## src/common/tsmie_pkg.sv

```systemverilog
// Constants and carrier types for the transmit slot mask and irq block
package tsmie_pkg;

    // Register bus widths
    localparam int ADDR_W = 8;
    localparam int DATA_W = 32;

    // Register byte offsets
    localparam logic [ADDR_W-1:0] MASK_OFS = 8'hB8;
    localparam logic [ADDR_W-1:0] IEN_OFS  = 8'hBC;
    localparam logic [ADDR_W-1:0] STAT_OFS = 8'hC0;
    localparam logic [ADDR_W-1:0] CLR_OFS  = 8'hC4;
    localparam logic [ADDR_W-1:0] FRM_OFS  = 8'hC8;

    // Condition bit positions, shared by enable, status and clear
    localparam int BIT_UNDERRUN = 0;
    localparam int BIT_SYNCERR  = 1;
    localparam int BIT_CLKFAIL  = 2;
    localparam int BIT_DMAERR   = 3;
    localparam int BIT_LAST     = 4;
    localparam int BIT_DATARDY  = 5;
    localparam int BIT_FRMSTART = 7;

    // Writable bits of the enable layout; 31..8 and 6 stay zero
    localparam logic [DATA_W-1:0] IEN_MASK = 32'h0000_00BF;

    // Reset values
    localparam logic [DATA_W-1:0] MASK_RST = 32'h0000_0000;
    localparam logic [DATA_W-1:0] IEN_RST  = 32'h0000_0000;
    localparam logic [DATA_W-1:0] STAT_RST = 32'h0000_0000;

    // Slot counter geometry
    localparam int SLOT_MAX   = 384;
    localparam int SLOT_W     = 9;
    localparam int SLOT_MOD   = 32;
    localparam int SLOT_SEL_W = 5;
    localparam logic [SLOT_W-1:0] LAST_RST = 9'h17F;
    localparam logic [SLOT_W-1:0] LAST_MAX = 9'h17F;

    // Frame register field positions
    localparam int FRM_LAST_LSB = 0;
    localparam int FRM_CNT_LSB  = 16;

    // Register bus request
    typedef struct packed {
        logic              wr;
        logic              rd;
        logic [ADDR_W-1:0] addr;
        logic [DATA_W-1:0] wdata;
    } tsmie_req_t;

    // Transmit condition pulses from the rest of the port
    typedef struct packed {
        logic dataReady;
        logic dmaErr;
        logic clkFail;
        logic syncErr;
        logic underrun;
    } tsmie_evt_t;

endpackage

```

## src/core/tsmie_top.sv

```systemverilog
// Transmit slot activity mask, condition flags and transmit interrupt
`timescale 1ns/1ps

module tsmie_top #(
    parameter int NSER = 4                  // Number of serializers
) (
    input  wire logic                    mclk,      // 20 MHz clock
    input  wire logic                    rst_b,     // Async reset, low
    input  wire tsmie_pkg::tsmie_req_t   req,       // Register request
    output logic [tsmie_pkg::DATA_W-1:0] rdData,    // Read data, next cycle
    input  wire logic                    txEnable,  // Transmitter running
    input  wire logic                    slotTick,  // End of a slot
    input  wire logic                    frameSync, // Frame start pulse
    input  wire tsmie_pkg::tsmie_evt_t   evt,       // Condition pulses
    input  wire logic [NSER-1:0]         serTxMode, // Serializer is tx
    output logic [NSER-1:0]              serShift,  // Shift enables
    output logic [tsmie_pkg::SLOT_W-1:0] slotNum,   // Current slot
    output logic                         txIrq      // Transmit interrupt
);

    // Refuse serializer counts the shift vector cannot hold
    if (NSER < 1 || NSER > 16) begin : g_chk
        $error("NSER must lie between 1 and 16");
    end

    ////////////////////////////////////////////////////////////////////
    // Reset release

    logic rstMeta_q;
    logic rstSync_b;

    // Assert at once, release after two edges to avoid metastability
    always_ff @(posedge mclk or negedge rst_b) begin
        if (!rst_b) begin
            rstMeta_q <= 1'b0;
            rstSync_b <= 1'b0;
        end else begin
            rstMeta_q <= 1'b1;
            rstSync_b <= rstMeta_q;
        end
    end

    ////////////////////////////////////////////////////////////////////
    // Helpers

    // Mask bit governing a slot; 32 divides evenly, so low bits serve
    function automatic logic slotBit(
        input logic [tsmie_pkg::DATA_W-1:0] mask,
        input logic [tsmie_pkg::SLOT_W-1:0] slot
    );
        logic [tsmie_pkg::SLOT_SEL_W-1:0] sel;
        sel = slot[tsmie_pkg::SLOT_SEL_W-1:0];
        return mask[sel];
    endfunction

    // Decode one register offset against the request
    function automatic logic hit(
        input logic [tsmie_pkg::ADDR_W-1:0] addr,
        input logic [tsmie_pkg::ADDR_W-1:0] ofs
    );
        return addr == ofs;
    endfunction

    ////////////////////////////////////////////////////////////////////
    // Registers and decode

    logic [tsmie_pkg::DATA_W-1:0] mask_q;
    logic [tsmie_pkg::DATA_W-1:0] ien_q;
    logic [tsmie_pkg::DATA_W-1:0] status_q;
    logic [tsmie_pkg::DATA_W-1:0] status_d;
    logic [tsmie_pkg::SLOT_W-1:0] last_q;
    logic [tsmie_pkg::SLOT_W-1:0] slotCnt_q;
    logic [tsmie_pkg::DATA_W-1:0] rdData_q;
    logic [tsmie_pkg::DATA_W-1:0] setVec;
    logic [tsmie_pkg::DATA_W-1:0] clrVec;
    logic [tsmie_pkg::SLOT_W-1:0] wrLast;
    logic [NSER-1:0]              serShift_q;
    logic                         wrMask;
    logic                         wrIen;
    logic                         wrClr;
    logic                         wrFrm;
    logic                         slotActive;
    logic                         isLast;

    assign wrMask = req.wr && hit(req.addr, tsmie_pkg::MASK_OFS);
    assign wrIen  = req.wr && hit(req.addr, tsmie_pkg::IEN_OFS);
    assign wrClr  = req.wr && hit(req.addr, tsmie_pkg::CLR_OFS);
    assign wrFrm  = req.wr && hit(req.addr, tsmie_pkg::FRM_OFS);

    // Slot activity mask, all 32 bits writable
    always_ff @(posedge mclk or negedge rstSync_b) begin
        if (!rstSync_b) begin
            mask_q <= tsmie_pkg::MASK_RST;
        end else if (wrMask) begin
            mask_q <= req.wdata;
        end
    end

    always_ff @(posedge mclk or negedge rstSync_b) begin
        if (!rstSync_b) begin
            ien_q <= tsmie_pkg::IEN_RST;
        end else if (wrIen) begin
            ien_q <= req.wdata & tsmie_pkg::IEN_MASK;
        end
    end

    // Frame length clamped, so a bad write cannot pass slot 383
    assign wrLast = (req.wdata[tsmie_pkg::FRM_LAST_LSB +: tsmie_pkg::SLOT_W]
                     > tsmie_pkg::LAST_MAX) ? tsmie_pkg::LAST_MAX
                  : req.wdata[tsmie_pkg::FRM_LAST_LSB +: tsmie_pkg::SLOT_W];

    always_ff @(posedge mclk or negedge rstSync_b) begin
        if (!rstSync_b) begin
            last_q <= tsmie_pkg::LAST_RST;
        end else if (wrFrm) begin
            last_q <= wrLast;
        end
    end

    ////////////////////////////////////////////////////////////////////
    // Slot counter

    assign isLast = (slotCnt_q == last_q);

    // counter wraps at the frame length
    always_ff @(posedge mclk or negedge rstSync_b) begin
        if (!rstSync_b) begin
            slotCnt_q <= '0;
        end else if (!txEnable || frameSync) begin
            slotCnt_q <= '0;
        end else if (wrFrm && wrLast <= slotCnt_q) begin
            // A shortened frame would strand the count past its end
            slotCnt_q <= '0;
        end else if (slotTick) begin
            slotCnt_q <= isLast ? '0 : slotCnt_q + 9'h001;
        end
    end

    assign slotNum = slotCnt_q;

    ////////////////////////////////////////////////////////////////////
    // Serializer shift enables

    assign slotActive = txEnable && slotBit(mask_q, slotCnt_q);

    // gate transmitters by slot activity
    // Registered, so shifting follows the slot counter by one cycle
    always_ff @(posedge mclk or negedge rstSync_b) begin
        if (!rstSync_b) begin
            serShift_q <= '0;
        end else begin
            serShift_q <= slotActive ? serTxMode : '0;
        end
    end

    assign serShift = serShift_q;

    ////////////////////////////////////////////////////////////////////
    // Condition flags

    // Last slot rides along with data ready, as the serializer reloads
    always_comb begin
        setVec = '0;
        setVec[tsmie_pkg::BIT_FRMSTART] = frameSync && txEnable;
        setVec[tsmie_pkg::BIT_DATARDY]  = evt.dataReady;
        setVec[tsmie_pkg::BIT_LAST]     = evt.dataReady && isLast;
        setVec[tsmie_pkg::BIT_DMAERR]   = evt.dmaErr;
        setVec[tsmie_pkg::BIT_CLKFAIL]  = evt.clkFail;
        setVec[tsmie_pkg::BIT_SYNCERR]  = evt.syncErr;
        setVec[tsmie_pkg::BIT_UNDERRUN] = evt.underrun;
    end

    assign clrVec = wrClr ? (req.wdata & tsmie_pkg::IEN_MASK) : '0;

    // set applied after clear so it wins
    assign status_d = (status_q & ~clrVec) | setVec;

    always_ff @(posedge mclk or negedge rstSync_b) begin
        if (!rstSync_b) begin
            status_q <= tsmie_pkg::STAT_RST;
        end else begin
            status_q <= status_d;
        end
    end

    assign txIrq = |(status_q & ien_q);

    ////////////////////////////////////////////////////////////////////
    // Read path

    // Data stand only in the cycle after the strobe; others read zero
    always_ff @(posedge mclk or negedge rstSync_b) begin
        if (!rstSync_b) begin
            rdData_q <= '0;
        end else if (!req.rd) begin
            rdData_q <= '0;
        end else begin
            case (req.addr)
                tsmie_pkg::MASK_OFS: rdData_q <= mask_q;
                tsmie_pkg::IEN_OFS:  rdData_q <= ien_q & tsmie_pkg::IEN_MASK;
                tsmie_pkg::STAT_OFS: rdData_q <= status_q;
                tsmie_pkg::FRM_OFS: begin
                    rdData_q <= '0;
                    rdData_q[tsmie_pkg::FRM_LAST_LSB +: tsmie_pkg::SLOT_W]
                        <= last_q;
                    rdData_q[tsmie_pkg::FRM_CNT_LSB +: tsmie_pkg::SLOT_W]
                        <= slotCnt_q;
                end
                default:             rdData_q <= '0;
            endcase
        end
    end

    assign rdData = rdData_q;
endmodule

```

## config.mk

```make
export PLATFORM = sky130hd
export DESIGN_NAME = tsmie_top
export DESIGN_NICKNAME = d
export VERILOG_FILES = /design/src/common/tsmie_pkg.sv /design/src/core/tsmie_top.sv
export SDC_FILE = /design/constraint.sdc
export NUM_CORES = 1
export LEC_CHECK = 0
export ABC_AREA = 1
export BUFFER_PORTS_ARGS = -buffer_cell sky130_fd_sc_hd__buf_4
export CORE_MARGIN = 3
export CORE_UTILIZATION = 59
export DETAILED_ROUTE_END_ITERATION = 8
export HOLD_SLACK_MARGIN = 0.05
export PLACE_DENSITY = 0.85
export SYNTH_ARGS = -nofsm -noshare
export SYNTH_HDL_FRONTEND = slang
export SYNTH_SLANG_ARGS = --single-unit
```

## constraint.sdc

```tcl
create_clock -name mclk -period 5 [get_ports mclk]
set_input_delay 0.5 -clock mclk [delete_from_list [all_inputs] [get_ports mclk]]
set_output_delay 0.5 -clock mclk [all_outputs]
set_load 0.005 [all_outputs]
```

Yosys cells after proc, flatten, opt, wreduce, memory -nomap -nowiden --
Index checks and enable logic that the tools add are counted.
Word-level totals: word-level logic and storage cells 46, output and inout port bits 46, bits in registers 127, bits of input ports 56
Operators by class: reduce and logical (&&, ||, !) cells 12, mux-type cells 11, bitwise operators 4, equality and inequality tests 6, add/subtract/negate cells 1, magnitude comparators 3
Operators by type and width (count):
- $pmux W32 S4 | 1
- $mux W9 | 5
- $eq A8 B8 Y1 const B | 5
- $and A32 B32 Y32 | 1
- $and A32 B8 Y32 | 1
- $mux W32 | 1
- $not A8 Y32 | 1
- $or A32 B8 Y32 | 1
- $reduce_or A32 Y1 | 1
- $add A9 B1 Y9 const B | 1
- $eq A9 B9 Y1 | 1
- $gt A9 B9 Y1 const B | 1
- $le A9 B9 Y1 | 1
- $logic_and A1 B1 Y1 | 8
- $mux W8 | 1
- $lt A5 B6 Y1 const B | 1
- $bmux W1 S5 | 1
- $mux W4 | 1
- $reduce_bool A3 Y1 | 1
- $logic_not A1 Y1 | 1
- $logic_or A1 B1 Y1 | 1
- $mux W1 | 1

Depth between registers and ports, before layout --
Gate-level depths: netlist of run 1.
depth in word-level cells 6, mapped depth 14, mapped depth without buffers 13

Worst setup path after synthesis of run 1 --
OpenSTA, ideal clock, no wires.
path kind input -> register, from input req[8] in the netlist's numbering, to register slotCnt_q (netlist bit slotNum[6]), buffers on the path 1, required time 4934 ps, setup time 66 ps, data arrival time 1778 ps, stages 12, setup slack 3156 ps, cell sequence nand2_1 > nand2_1 > ha_1 > nand2_1 > nor2_1 > nand4_1 > nand3_1 > nand2_1 > nand2_4 > buf_6 > nand4_1 > nand2_1
On the way: word-level cells in the longest chain between the ends 6, elaborated cells on any way between the ends 7, classes of those cells order compare: 2; mux: 3; reduce/logical: 2
RTL lines:
- start, declared | RTL line tsmie_top.sv:9 | input wire tsmie_pkg::tsmie_req_t req,
- $gt A9 B9 Y1 * | RTL line tsmie_top.sv:109 | > tsmie_pkg::LAST_MAX) ? tsmie_pkg::LAST_MAX
- $mux W9 * | RTL line tsmie_top.sv:109
- named net wrLast, one bit | RTL line tsmie_top.sv:76 | logic [tsmie_pkg::SLOT_W-1:0] wrLast;
- $le A9 B9 Y1 * | RTL line tsmie_top.sv:131 | end else if (wrFrm && wrLast <= slotCnt_q) begin
- $logic_and A1 B1 Y1 * | RTL line tsmie_top.sv:131
- $mux W9 | RTL line tsmie_top.sv:131
- $mux W9 | RTL line tsmie_top.sv:129 | end else if (!txEnable || frameSync) begin
- end signal, assigned | RTL line tsmie_top.sv:135 | slotCnt_q <= isLast ? '0 : slotCnt_q + 9'h001;
- end, declared | RTL line tsmie_top.sv:72 | logic [tsmie_pkg::SLOT_W-1:0] slotCnt_q;
The timed path passes the listed nets; every way through them passes the cells marked *. A chain may end at the register's enable or synchronous reset.

Final worst setup path of run 1 --
from register slotCnt_q (netlist bit slotNum[0]), to register serShift_q[1] (netlist: serShift[1])
On the way: word-level cells in the longest chain between the ends 4
RTL lines:
- $bmux W1 S5 | RTL line tsmie_top.sv:53 | return mask[sel];
- $mux W1 (not written as such) | RTL line tsmie_top.sv:53
- $logic_and A1 B1 Y1 | RTL line tsmie_top.sv:144 | assign slotActive = txEnable && slotBit(mask_q, slotCnt_q);
- $mux W4 | RTL line tsmie_top.sv:152 | serShift_q <= slotActive ? serTxMode : '0;
- end signal, assigned | RTL line tsmie_top.sv:152
- end, declared | RTL line tsmie_top.sv:77 | logic [NSER-1:0] serShift_q;
No other way between the ends. The select of a mux whose other input is x is not followed.

==> impl_metrics.py, run 1 <==
metrics = {
    "synthesis": {
        "syn-instance-count": 629,
        "synth_nets": 695,
        "yosys.area.top_type": "dfrtp_1",
        "avgSynthCellArea_sq_um": 8.06,
        "netlist_area_sq_um": 5070,
        "synth_top_cells_by_area": "dfrtp_1 (46%), nand2_1 (11%), inv_1 (6.1%)",
        "synth-edff-count": 0,
        "ys_warn_count": 0,
        "ys_ff_latch": 102,
        "synth.distinct_cells": 35,
        "yosys.area.top_type_share_pct": 46.4,
        "synth-main-ff-cell": "dfrtp_1",
        "yosysSeqAreaShare_pct": 50.5,
        "ys_async_sr_fraction_pct": 100,
    },
    "cells_and_area": {
        "drive_gt1_share_pct": 19.6,
        "seq_area_sq_um": 2570,
        "area_growth_pct": 18.4,
        "multi_input_area_sq_um": 2030,
        "layout_common_cells": "nand2_1 (155), buf_4 (102), dfrtp_1 (93)",
        "fin_cells": 828,
        "num_antenna_cells": 0,
        "finalNetCount": 784,
        "final_common_cell": "nand2_1",
        "fillers": 634,
    },
    "sta": {
        "drv_slew": 0,
        "finalSetupViolCount": 0,
        "slew_headroom_pct": 35.0,
        "rsz0062_at_grt": "no",
        "period_share_pct": 51.5,
        "final-hold-violation-count": 0,
        "whs_ns": 0.309,
        "fin_crit_ns": 2.58,
        "fin_skew_ns": 0.0113,
        "max_freq_mhz": 388,
        "tns_ns": 0,
        "worst_pin_slew_ns": 0.975,
    },
    "floorplanning": {
        "rows": 33,
        "die_h_microns": 98.7,
        "fp.dieArea_sq_um": 9750,
        "core_area_sq_um": 8300,
        "top_level_ports": 102,
        "start_util_pct": 61.1,
        "die_w_microns": 98.7,
    },
    "placement": {
        "post-dp-hpwl_microns": 9280,
        "io_buffers": 101,
        "place_inst": 811,
        "gp_congestion": 0.911,
    },
    "clock_network": {
        "ctsRootBufferMaster": "clkbuf_8",
        "clock_path_buffers": 2,
        "ctsResizeCount": 0,
        "cts_tree": "done",
        "clk_pin_slew_ns": 0.10,
        "postCtsSetupBuffers": 0,
        "clock_latency_ns": 0.36,
        "htree_levels": 3,
        "cts_made_buffers": 9,
        "cts_sinks": 102,
    },
    "critical_path": {
        "r2r_slack_ns": 2.42,
        "r2r-start": "slotNum[0]$_DFFE_PN0P_",
        "critical_path_class": "reg -> reg",
        "cp_max_fo": 32,
        "crit_path_end_kind": "register",
        "worstPathArrival_ns": 2.87,
        "worstSetupStartpointType": "register",
        "reg2reg_depth": 8,
        "cp_data_required_time_ns": 5.30,
        "reg2reg_to": "serShift[1]$_DFF_PN0_",
    },
    "pwr": {
        "max-vdd-ir-drop_mv": 0.156,
        "p_per_area_nw_per_um2": 252,
        "p_leak_nw": 3.21,
    },
    "grt": {
        "antenna_found_initial": 0,
        "grtUsageTotal_pct": 26.4,
        "grt_pass1_vias": 4243,
        "overflow": 0,
        "grt_max_degree": 62,
        "grt_pass1_wl_microns": 20700,
    },
    "routing": {
        "antenna_left": 0,
        "first_pass_iters": 5,
        "vias": 4505,
        "drc": 0,
        "drt_iter0_markers": 338,
        "viasPerCell": 5.44,
        "post_drt_wl_per_cell_microns": 15.2,
        "finalWirelength_microns": 12600,
    },
    "worst_hold_path": {
        "hold_end": "status_q[2]$_DFF_PN0_",
        "holdPathStages": 3,
        "hp-class": "in -> reg",
        "holdCritStartpoint": "evt[2]",
    },
    "run_status": {
        "outcome": "completed",
    },
    "job": {
        "maxCapViolCount": 0,
    },
}
[report_power, final]
part	internal [mW]	total, mW	leakage (nW)	switching (mW)
Clock	0.186	0.483	0.0866	0.297
Sequential	0.852	0.883	1.25	0.0311
Combinational	0.0667	0.150	1.88	0.0831
[stage by stage]
stage | setup WS [ns] | cell area (sq um) | util [%] | power (mW)
finish | 2.42 | 6010 | 72.4 | 1.52
global route | 2.20 | 6010 | 72.4 | 1.58
CTS | 2.52 | 6010 | 72.4 | 1.52
detailed placement | 2.56 | 5820 | 70.1 | 1.05
global placement | 2.69 | 5820 | 70.1 | 1.04
floorplan | 1.96 | 5070 | - | 0.973
[per-layer routing]
layer	wire length, microns	track usage (%)
met5	0	0
met4	192	6.72
met3	797	4.88
met2	6040	41.8
met1	5520	38.1
[synth_stat cells, types with 6 or more instances]
cell	instances
inv_1	82
ha_1	10
dfstp_2	8
nand2_1	155
nand4_1	12
dfrtp_1	94
nand3_1	58
a21oi_1	34
buf_2	13
xor2_1	6
nor2_1	70
o21ai_0	38
[area by class of cell]
class / count / area share, %
sequential: 102 / 42.7
tap: 105 / 2.19
timing repair buffer: 103 / 12.9
inverter: 86 / 5.42
clock inverter: 7 / 0.916
multi-input combinational: 416 / 33.8
clock buffer: 9 / 2.06
[how the worst max path moves through the flow]
stage	start	end	slack, ns
floorplan	rstSync_b$_DFF_PN0_	ien_q[0]$_DFFE_PN0P_	1.96
global placement	slotNum[0]$_DFFE_PN0P_	serShift[1]$_DFF_PN0_	2.69
detailed placement	slotNum[0]$_DFFE_PN0P_	serShift[0]$_DFF_PN0_	2.56
CTS	slotNum[0]$_DFFE_PN0P_	serShift[0]$_DFF_PN0_	2.52
global route	slotNum[0]$_DFFE_PN0P_	serShift[1]$_DFF_PN0_	2.20
finish	slotNum[0]$_DFFE_PN0P_	serShift[1]$_DFF_PN0_	2.42
[cells by family after synthesis]
logic type	share of synthesized area [%]
flip-flops	50.5
AND/OR/NAND/NOR	27.0
XOR/XNOR	1.55
adder cells (fa/ha/maj)	2.47
buffers and inverters	9.47
other	0.0739
AO/OA/AOI/OAI	8.95
[what timing repair did]
item,in CTS,in global routing
hold buffers,1,0
endpoints found under the hold margin,2,0
setup endpoints to repair,0,0
[worst max-delay path: stages (launching register included)]
cell and delay, ns:
dfrtp_1 1.00, clkinv_1 0.60, nand2_1 0.21, nand3_1 0.09, nand3_1 0.11, nand3_1 0.11, nand3_1 0.14, nand3_1 0.15
nor2_1 0.12
[registers in the layout, summed over array words and instances (netlist names)]
signal	flops
last_q	9
slotNum	9
status_q	7
mask_q	32
ien_q	7
serShift	4
rdData	32
rstSync_b	1
rstMeta_q	1
No activity file was read; power rests on OpenSTA's default activity.
==> run 2: changes to the inputs <==
CORE_UTILIZATION = 50   (was 59)
PLACE_DENSITY = 0.77   (was 0.85)
clock period = 2.3 ns   (was 5 ns; I/O delays follow)
==> impl_metrics.py, run 2 (same netlist as run 1, synthesis figures left out) <==
metrics = {
    "routing": {
        "finalWirelength_microns": 13100,
        "post_drt_wl_per_cell_microns": 15.0,
        "drt_iter0_markers": 232,
        "drc": 0,
        "viasPerCell": 5.21,
        "antenna_left": 0,
        "first_pass_iters": 4,
        "vias": 4539,
    },
    "clock_network": {
        "ctsResizeCount": 0,
        "htree_levels": 3,
        "cts_made_buffers": 9,
        "clk_pin_slew_ns": 0.11,
        "cts_sinks": 102,
        "clock_latency_ns": 0.37,
        "clock_path_buffers": 2,
        "postCtsSetupBuffers": 0,
        "ctsRootBufferMaster": "clkbuf_8",
        "cts-hold-fix-buffers": 5,
        "cts_tree": "done",
    },
    "worst_hold_path": {
        "hp-class": "in -> reg",
    },
    "critical_path": {
        "critical_path_class": "reg -> reg",
        "cp_max_fo": 18,
        "crit_top_cell": "nand2_1",
        "worstPathArrival_ns": 2.25,
        "crit_path_end_kind": "register",
        "cp_slowest_cell": "dfrtp_1",
        "path_buf_inv": 1,
        "worstSetupStartpointType": "register",
        "cpLargestDelayFamily": "simple AND/OR/NAND/NOR gates",
        "path_cells": "inv_1 -> ha_1 -> nand2_1 -> nor2_1 -> nand4_1 -> nand3_1 -> nand2_1 -> nand2_4 -> nand4_1 -> nand2_1",
        "cp_data_required_time_ns": 2.61,
        "critical_path.max_stage_delay_ns": 0.52,
    },
    "cells_and_area": {
        "num_antenna_cells": 0,
        "layout_common_cells": "nand2_1 (155), buf_4 (112), dfrtp_1 (93)",
        "finalNetCount": 799,
        "drive_gt1_share_pct": 20.7,
        "final_area_sq_um": 6210,
        "multi_input_area_sq_um": 2030,
        "seq_area_sq_um": 2570,
        "final_common_cell": "nand2_1",
        "fillers": 876,
        "area_growth_pct": 22.5,
    },
    "job": {
        "maxCapViolCount": 0,
    },
    "sta": {
        "fin_skew_ns": 0.0183,
        "final-hold-violation-count": 0,
        "period_share_pct": 84.4,
        "tns_ns": 0,
        "layout_setup_ws_ns": 0.359,
        "worst_pin_slew_ns": 0.587,
        "fin_crit_ns": 1.94,
        "rsz0062_at_grt": "no",
        "max_freq_mhz": 515,
        "drv_slew": 0,
        "slew_headroom_pct": 60.9,
        "finalSetupViolCount": 0,
    },
    "floorplanning": {
        "core_area_sq_um": 9820,
        "start_util_pct": 51.7,
        "die_h_microns": 107,
        "fp.dieArea_sq_um": 11400,
        "die_w_microns": 107,
        "top_level_ports": 102,
        "rows": 36,
    },
    "grt": {
        "grt_pass1_vias": 4476,
        "overflow": 0,
        "grt_pass1_wl_microns": 21300,
        "grtUsageTotal_pct": 23.6,
        "antenna_found_initial": 0,
        "grt_max_degree": 62,
    },
    "pwr": {
        "intPower_mw": 2.56,
        "clockPowerShare_pct": 34.6,
        "max-vdd-ir-drop_mv": 0.286,
        "seq_power_share_pct": 55.0,
        "p_per_area_nw_per_um2": 558,
        "switching_share_pct": 26.0,
        "power_switching_mw": 0.902,
        "pwr-share-comb_pct": 10.4,
        "p_leak_nw": 3.31,
    },
    "run_status": {
        "outcome": "completed",
    },
    "placement": {
        "post-dp-hpwl_microns": 9620,
        "gp_congestion": 0.946,
        "dpl_cell_area_sq_um": 5950,
        "dp_slack_ns": 0.343,
        "io_buffers": 101,
    },
}
run 2: cell types whose count changed in the layout (fill, tap and decap cells not counted):
cell / delta
clkinv_2: -1
inv_8: +2
bufinv_16: +1
inv_6: -2
buf_4: +10
clkinv_4: -1
clkbuf_8: +1
buf_12: +1
dlygate4sd3_1: +4
run 2: worst paths after layout:
| path | startpoint | to | slack (ns) | depth (start not counted) |
|---|---|---|---|---|
| worst max register to register | slotNum[7]$_DFFE_PN0P_ | slotNum[5]$_DFFE_PN0P_ | 0.36 | 10 |
| worst max-delay path | slotNum[7]$_DFFE_PN0P_ | slotNum[5]$_DFFE_PN0P_ | 0.36 | 10 |
| worst min register to register | rstSync_b$_DFF_PN0_ | serShift[1]$_DFF_PN0_ | 0.34 | 0 |
| min in group asynchronous | rst_b | rstSync_b$_DFF_PN0_ | 0.17 | 2 |
| max in group asynchronous | rstSync_b$_DFF_PN0_ | last_q[2]$_DFFE_PN1P_ | 1.26 | 1 |
| worst min-delay path | evt[4] | status_q[5]$_DFF_PN0_ | 0.06 | 3 |
run 2: worst min-delay path, stage by stage:
cell and delay [ns]:
buf_4 0.08, inv_1 0.04, nand2_1 0.06
run 2: final cells by class:
type / count / share of cell area, %
sequential: 102 / 41.3
multi-input combinational: 416 / 32.7
timing repair buffer: 118 / 14.7
inverter: 86 / 5.24
tap: 133 / 2.68
clock buffer: 10 / 2.22
clock inverter: 6 / 1.23
run 2: layer usage:
layer  part of all wire [%]  vias to the layer above  global-route usage, %
met5                      0                        -                      0
met4                    2.2                        0                   8.22
met3                    6.4                       25                   3.13
met2                     47                      170                   38.3
met1                     44                     2142                   32.7
li1                       -                     2202                      -
run 2: power by group through the flow:
stage,Clock [mW],Sequential (mW),Combinational [mW]
global placement,0,1.94,0.342
CTS,1.22,1.91,0.361
floorplan,0,1.94,0.180
finish,1.20,1.91,0.359
detailed placement,0,1.94,0.353
global route,1.29,1.91,0.405
run 2: stage by stage:
step / hold WS [ns] / utilization (%) / power [mW] / cells
finish: 0.0587 / 63.3 / 3.47 / 871
global route: 0.0618 / 63.3 / 3.61 / 871
CTS: 0.0550 / 63.3 / 3.48 / 871
detailed placement: 0.0134 / 60.6 / 2.29 / 850
global placement: 0.0131 / 60.6 / 2.28 / 850
floorplan: -0.0656 / - / 2.12 / 629
==> run 3: changes to the inputs <==
CORE_UTILIZATION = 55   (was 50)
PLACE_DENSITY = 0.8   (was 0.77)
clock period = 1.9 ns   (was 2.3 ns; I/O delays follow)
==> impl_metrics.py, run 3 (same netlist as run 1, synthesis figures left out) <==
metrics = {
    "run_status": {
        "outcome": "completed",
    },
    "critical_path": {
        "critPathLaunch": "slotNum[7]$_DFFE_PN0P_",
        "worstPathArrival_ns": 2.04,
        "crit_path_end_kind": "register",
        "r2r_slack_ns": 0.11,
        "worstSetupEndpoint": "slotNum[7]$_DFFE_PN0P_",
        "cp_max_fo": 9,
        "critical_path_class": "reg -> reg",
        "reg2reg_to": "slotNum[7]$_DFFE_PN0P_",
        "worstSetupStartpointType": "register",
        "r2r-start": "slotNum[7]$_DFFE_PN0P_",
        "cp_data_required_time_ns": 2.16,
        "reg2reg_depth": 10,
    },
    "floorplanning": {
        "die_w_microns": 102,
        "rows": 34,
        "top_level_ports": 102,
        "fp.dieArea_sq_um": 10400,
        "core_area_sq_um": 8850,
        "start_util_pct": 57.3,
        "die_h_microns": 102,
    },
    "cells_and_area": {
        "drive_gt1_share_pct": 22.0,
        "fin_cells": 863,
        "finalNetCount": 816,
        "seq_area_sq_um": 2570,
        "multi_input_area_sq_um": 2040,
        "layout_common_cells": "nand2_1 (155), buf_4 (122), dfrtp_1 (92)",
        "utilization_pct": 71.8,
        "num_antenna_cells": 0,
        "fillers": 715,
        "area_growth_pct": 25.3,
        "final_common_cell": "nand2_1",
    },
    "sta": {
        "worst_pin_slew_ns": 0.533,
        "final-hold-violation-count": 0,
        "period_share_pct": 94.0,
        "finalSetupViolCount": 0,
        "fin_crit_ns": 1.79,
        "drv_slew": 0,
        "max_freq_mhz": 560,
        "slew_headroom_pct": 64.4,
        "rsz0062_at_grt": "no",
        "tns_ns": 0,
        "layout_setup_ws_ns": 0.114,
        "fin_skew_ns": 0.0105,
    },
    "routing": {
        "post_drt_wl_per_cell_microns": 16.1,
        "first_pass_iters": 5,
        "vias": 4685,
        "antenna_left": 0,
        "drt_iter0_markers": 260,
        "viasPerCell": 5.43,
        "drc": 0,
        "finalWirelength_microns": 13900,
    },
    "clock_network": {
        "cts_sinks": 102,
        "clock_latency_ns": 0.36,
        "clk_pin_slew_ns": 0.10,
        "ctsRootBufferMaster": "clkbuf_8",
        "cts_tree": "done",
        "htree_levels": 3,
        "cts_made_buffers": 9,
        "clock_path_buffers": 2,
    },
    "grt": {
        "antenna_found_initial": 0,
        "grtUsageTotal_pct": 27.2,
        "overflow": 0,
        "grt_pass1_wl_microns": 22200,
        "grt_max_degree": 45,
        "grt_pass1_vias": 4613,
    },
    "pwr": {
        "pwr-share-comb_pct": 10.8,
        "seq_power_share_pct": 53.2,
        "p_leak_nw": 3.40,
        "intPower_mw": 3.27,
        "p_per_area_nw_per_um2": 679,
        "clockPowerShare_pct": 36.0,
        "max-vdd-ir-drop_mv": 0.489,
        "switching_share_pct": 24.3,
        "power_switching_mw": 1.05,
    },
    "placement": {
        "io_buffers": 101,
        "gp_congestion": 0.853,
        "place_inst": 835,
        "post-dp-hpwl_microns": 10400,
        "dp_slack_ns": -0.0477,
    },
    "worst_hold_path": {
        "holdPathStages": 3,
        "hp-class": "in -> reg",
    },
    "job": {
        "maxCapViolCount": 0,
    },
}
==> run 3: power groups by stage <==
stage                     combinational [mW]  clock (mW)  sequential (mW)
final                                  0.465        1.55             2.29
after global routing                   0.521        1.65             2.30
after CTS                              0.464        1.57             2.29
after detailed placement               0.444           0             2.34
after global placement                 0.427           0             2.33
after floorplan                        0.218           0             2.34
==> run 3: routing by layer <==
| layer | track usage [%] | part of all wire, % | up-vias | wire [microns] |
|---|---|---|---|---|
| met2 | 46.1 | 49 | 178 | 6840 |
| li1 | - | - | 2224 | - |
| met4 | 9.18 | 2.6 | 0 | 357 |
| met3 | 3.69 | 6.0 | 35 | 831 |
| met1 | 36.2 | 42 | 2248 | 5830 |
| met5 | 0 | 0 | - | 0 |
==> run 3: worst min path at each step <==
stage / endpoint / startpoint / slack [ns]
2_1_floorplan: rstMeta_q$_DFF_PN0_ / rst_b / -0.11
3_3_place_gp: rstMeta_q$_DFF_PN0_ / rst_b / -0.03
4_1_cts: mask_q[20]$_DFFE_PN0P_ / req[20] / 0.06
3_5_place_dp: rstMeta_q$_DFF_PN0_ / rst_b / -0.03
6_report: mask_q[20]$_DFFE_PN0P_ / req[20] / 0.07
5_1_grt: mask_q[18]$_DFFE_PN0P_ / req[18] / 0.08
==> run 3: what timing repair did <==
| item | in CTS | in global routing |
|---|---|---|
| gates resized for setup | 1 | 1 |
| hold buffers | 10 | 0 |
| endpoints found under the setup margin | 9 | 3 |
| cloned | 0 | 1 |
| pin swaps | 0 | 0 |
| buffers inserted | 1 | 0 |
| hold endpoints to repair | 11 | 0 |
==> run 3: final cells by class <==
cell class                      instances  share of cell area [%]
Clock buffer                           12                    2.44
Clock inverter                          4                    1.20
Inverter                               86                    5.12
Multi-Input combinational cell        417                    32.1
Sequential cell                       102                    40.4
Tap cell                              108                    2.13
Timing Repair Buffer                  134                    16.6
==> run 3: metrics by stage <==
stage               power (mW)  cell area, sq um  hold slack, ns
global placement          2.76              6000         -0.0271
global route              4.48              6350          0.0789
detailed placement        2.78              6000         -0.0264
finish                    4.31              6350          0.0656
floorplan                 2.56              5070          -0.106
CTS                       4.33              6340          0.0599
==> run 3: critical path, stage by stage (launching register included) <==
cell and delay, ns:
dfrtp_2 0.42, inv_1 0.16, ha_1 0.26, nand2_1 0.10, a21oi_1 0.05, nor2_1 0.10
nand3_1 0.09, nand2_1 0.16, nand2_2 0.17, nand3_1 0.12, nand2_1 0.06
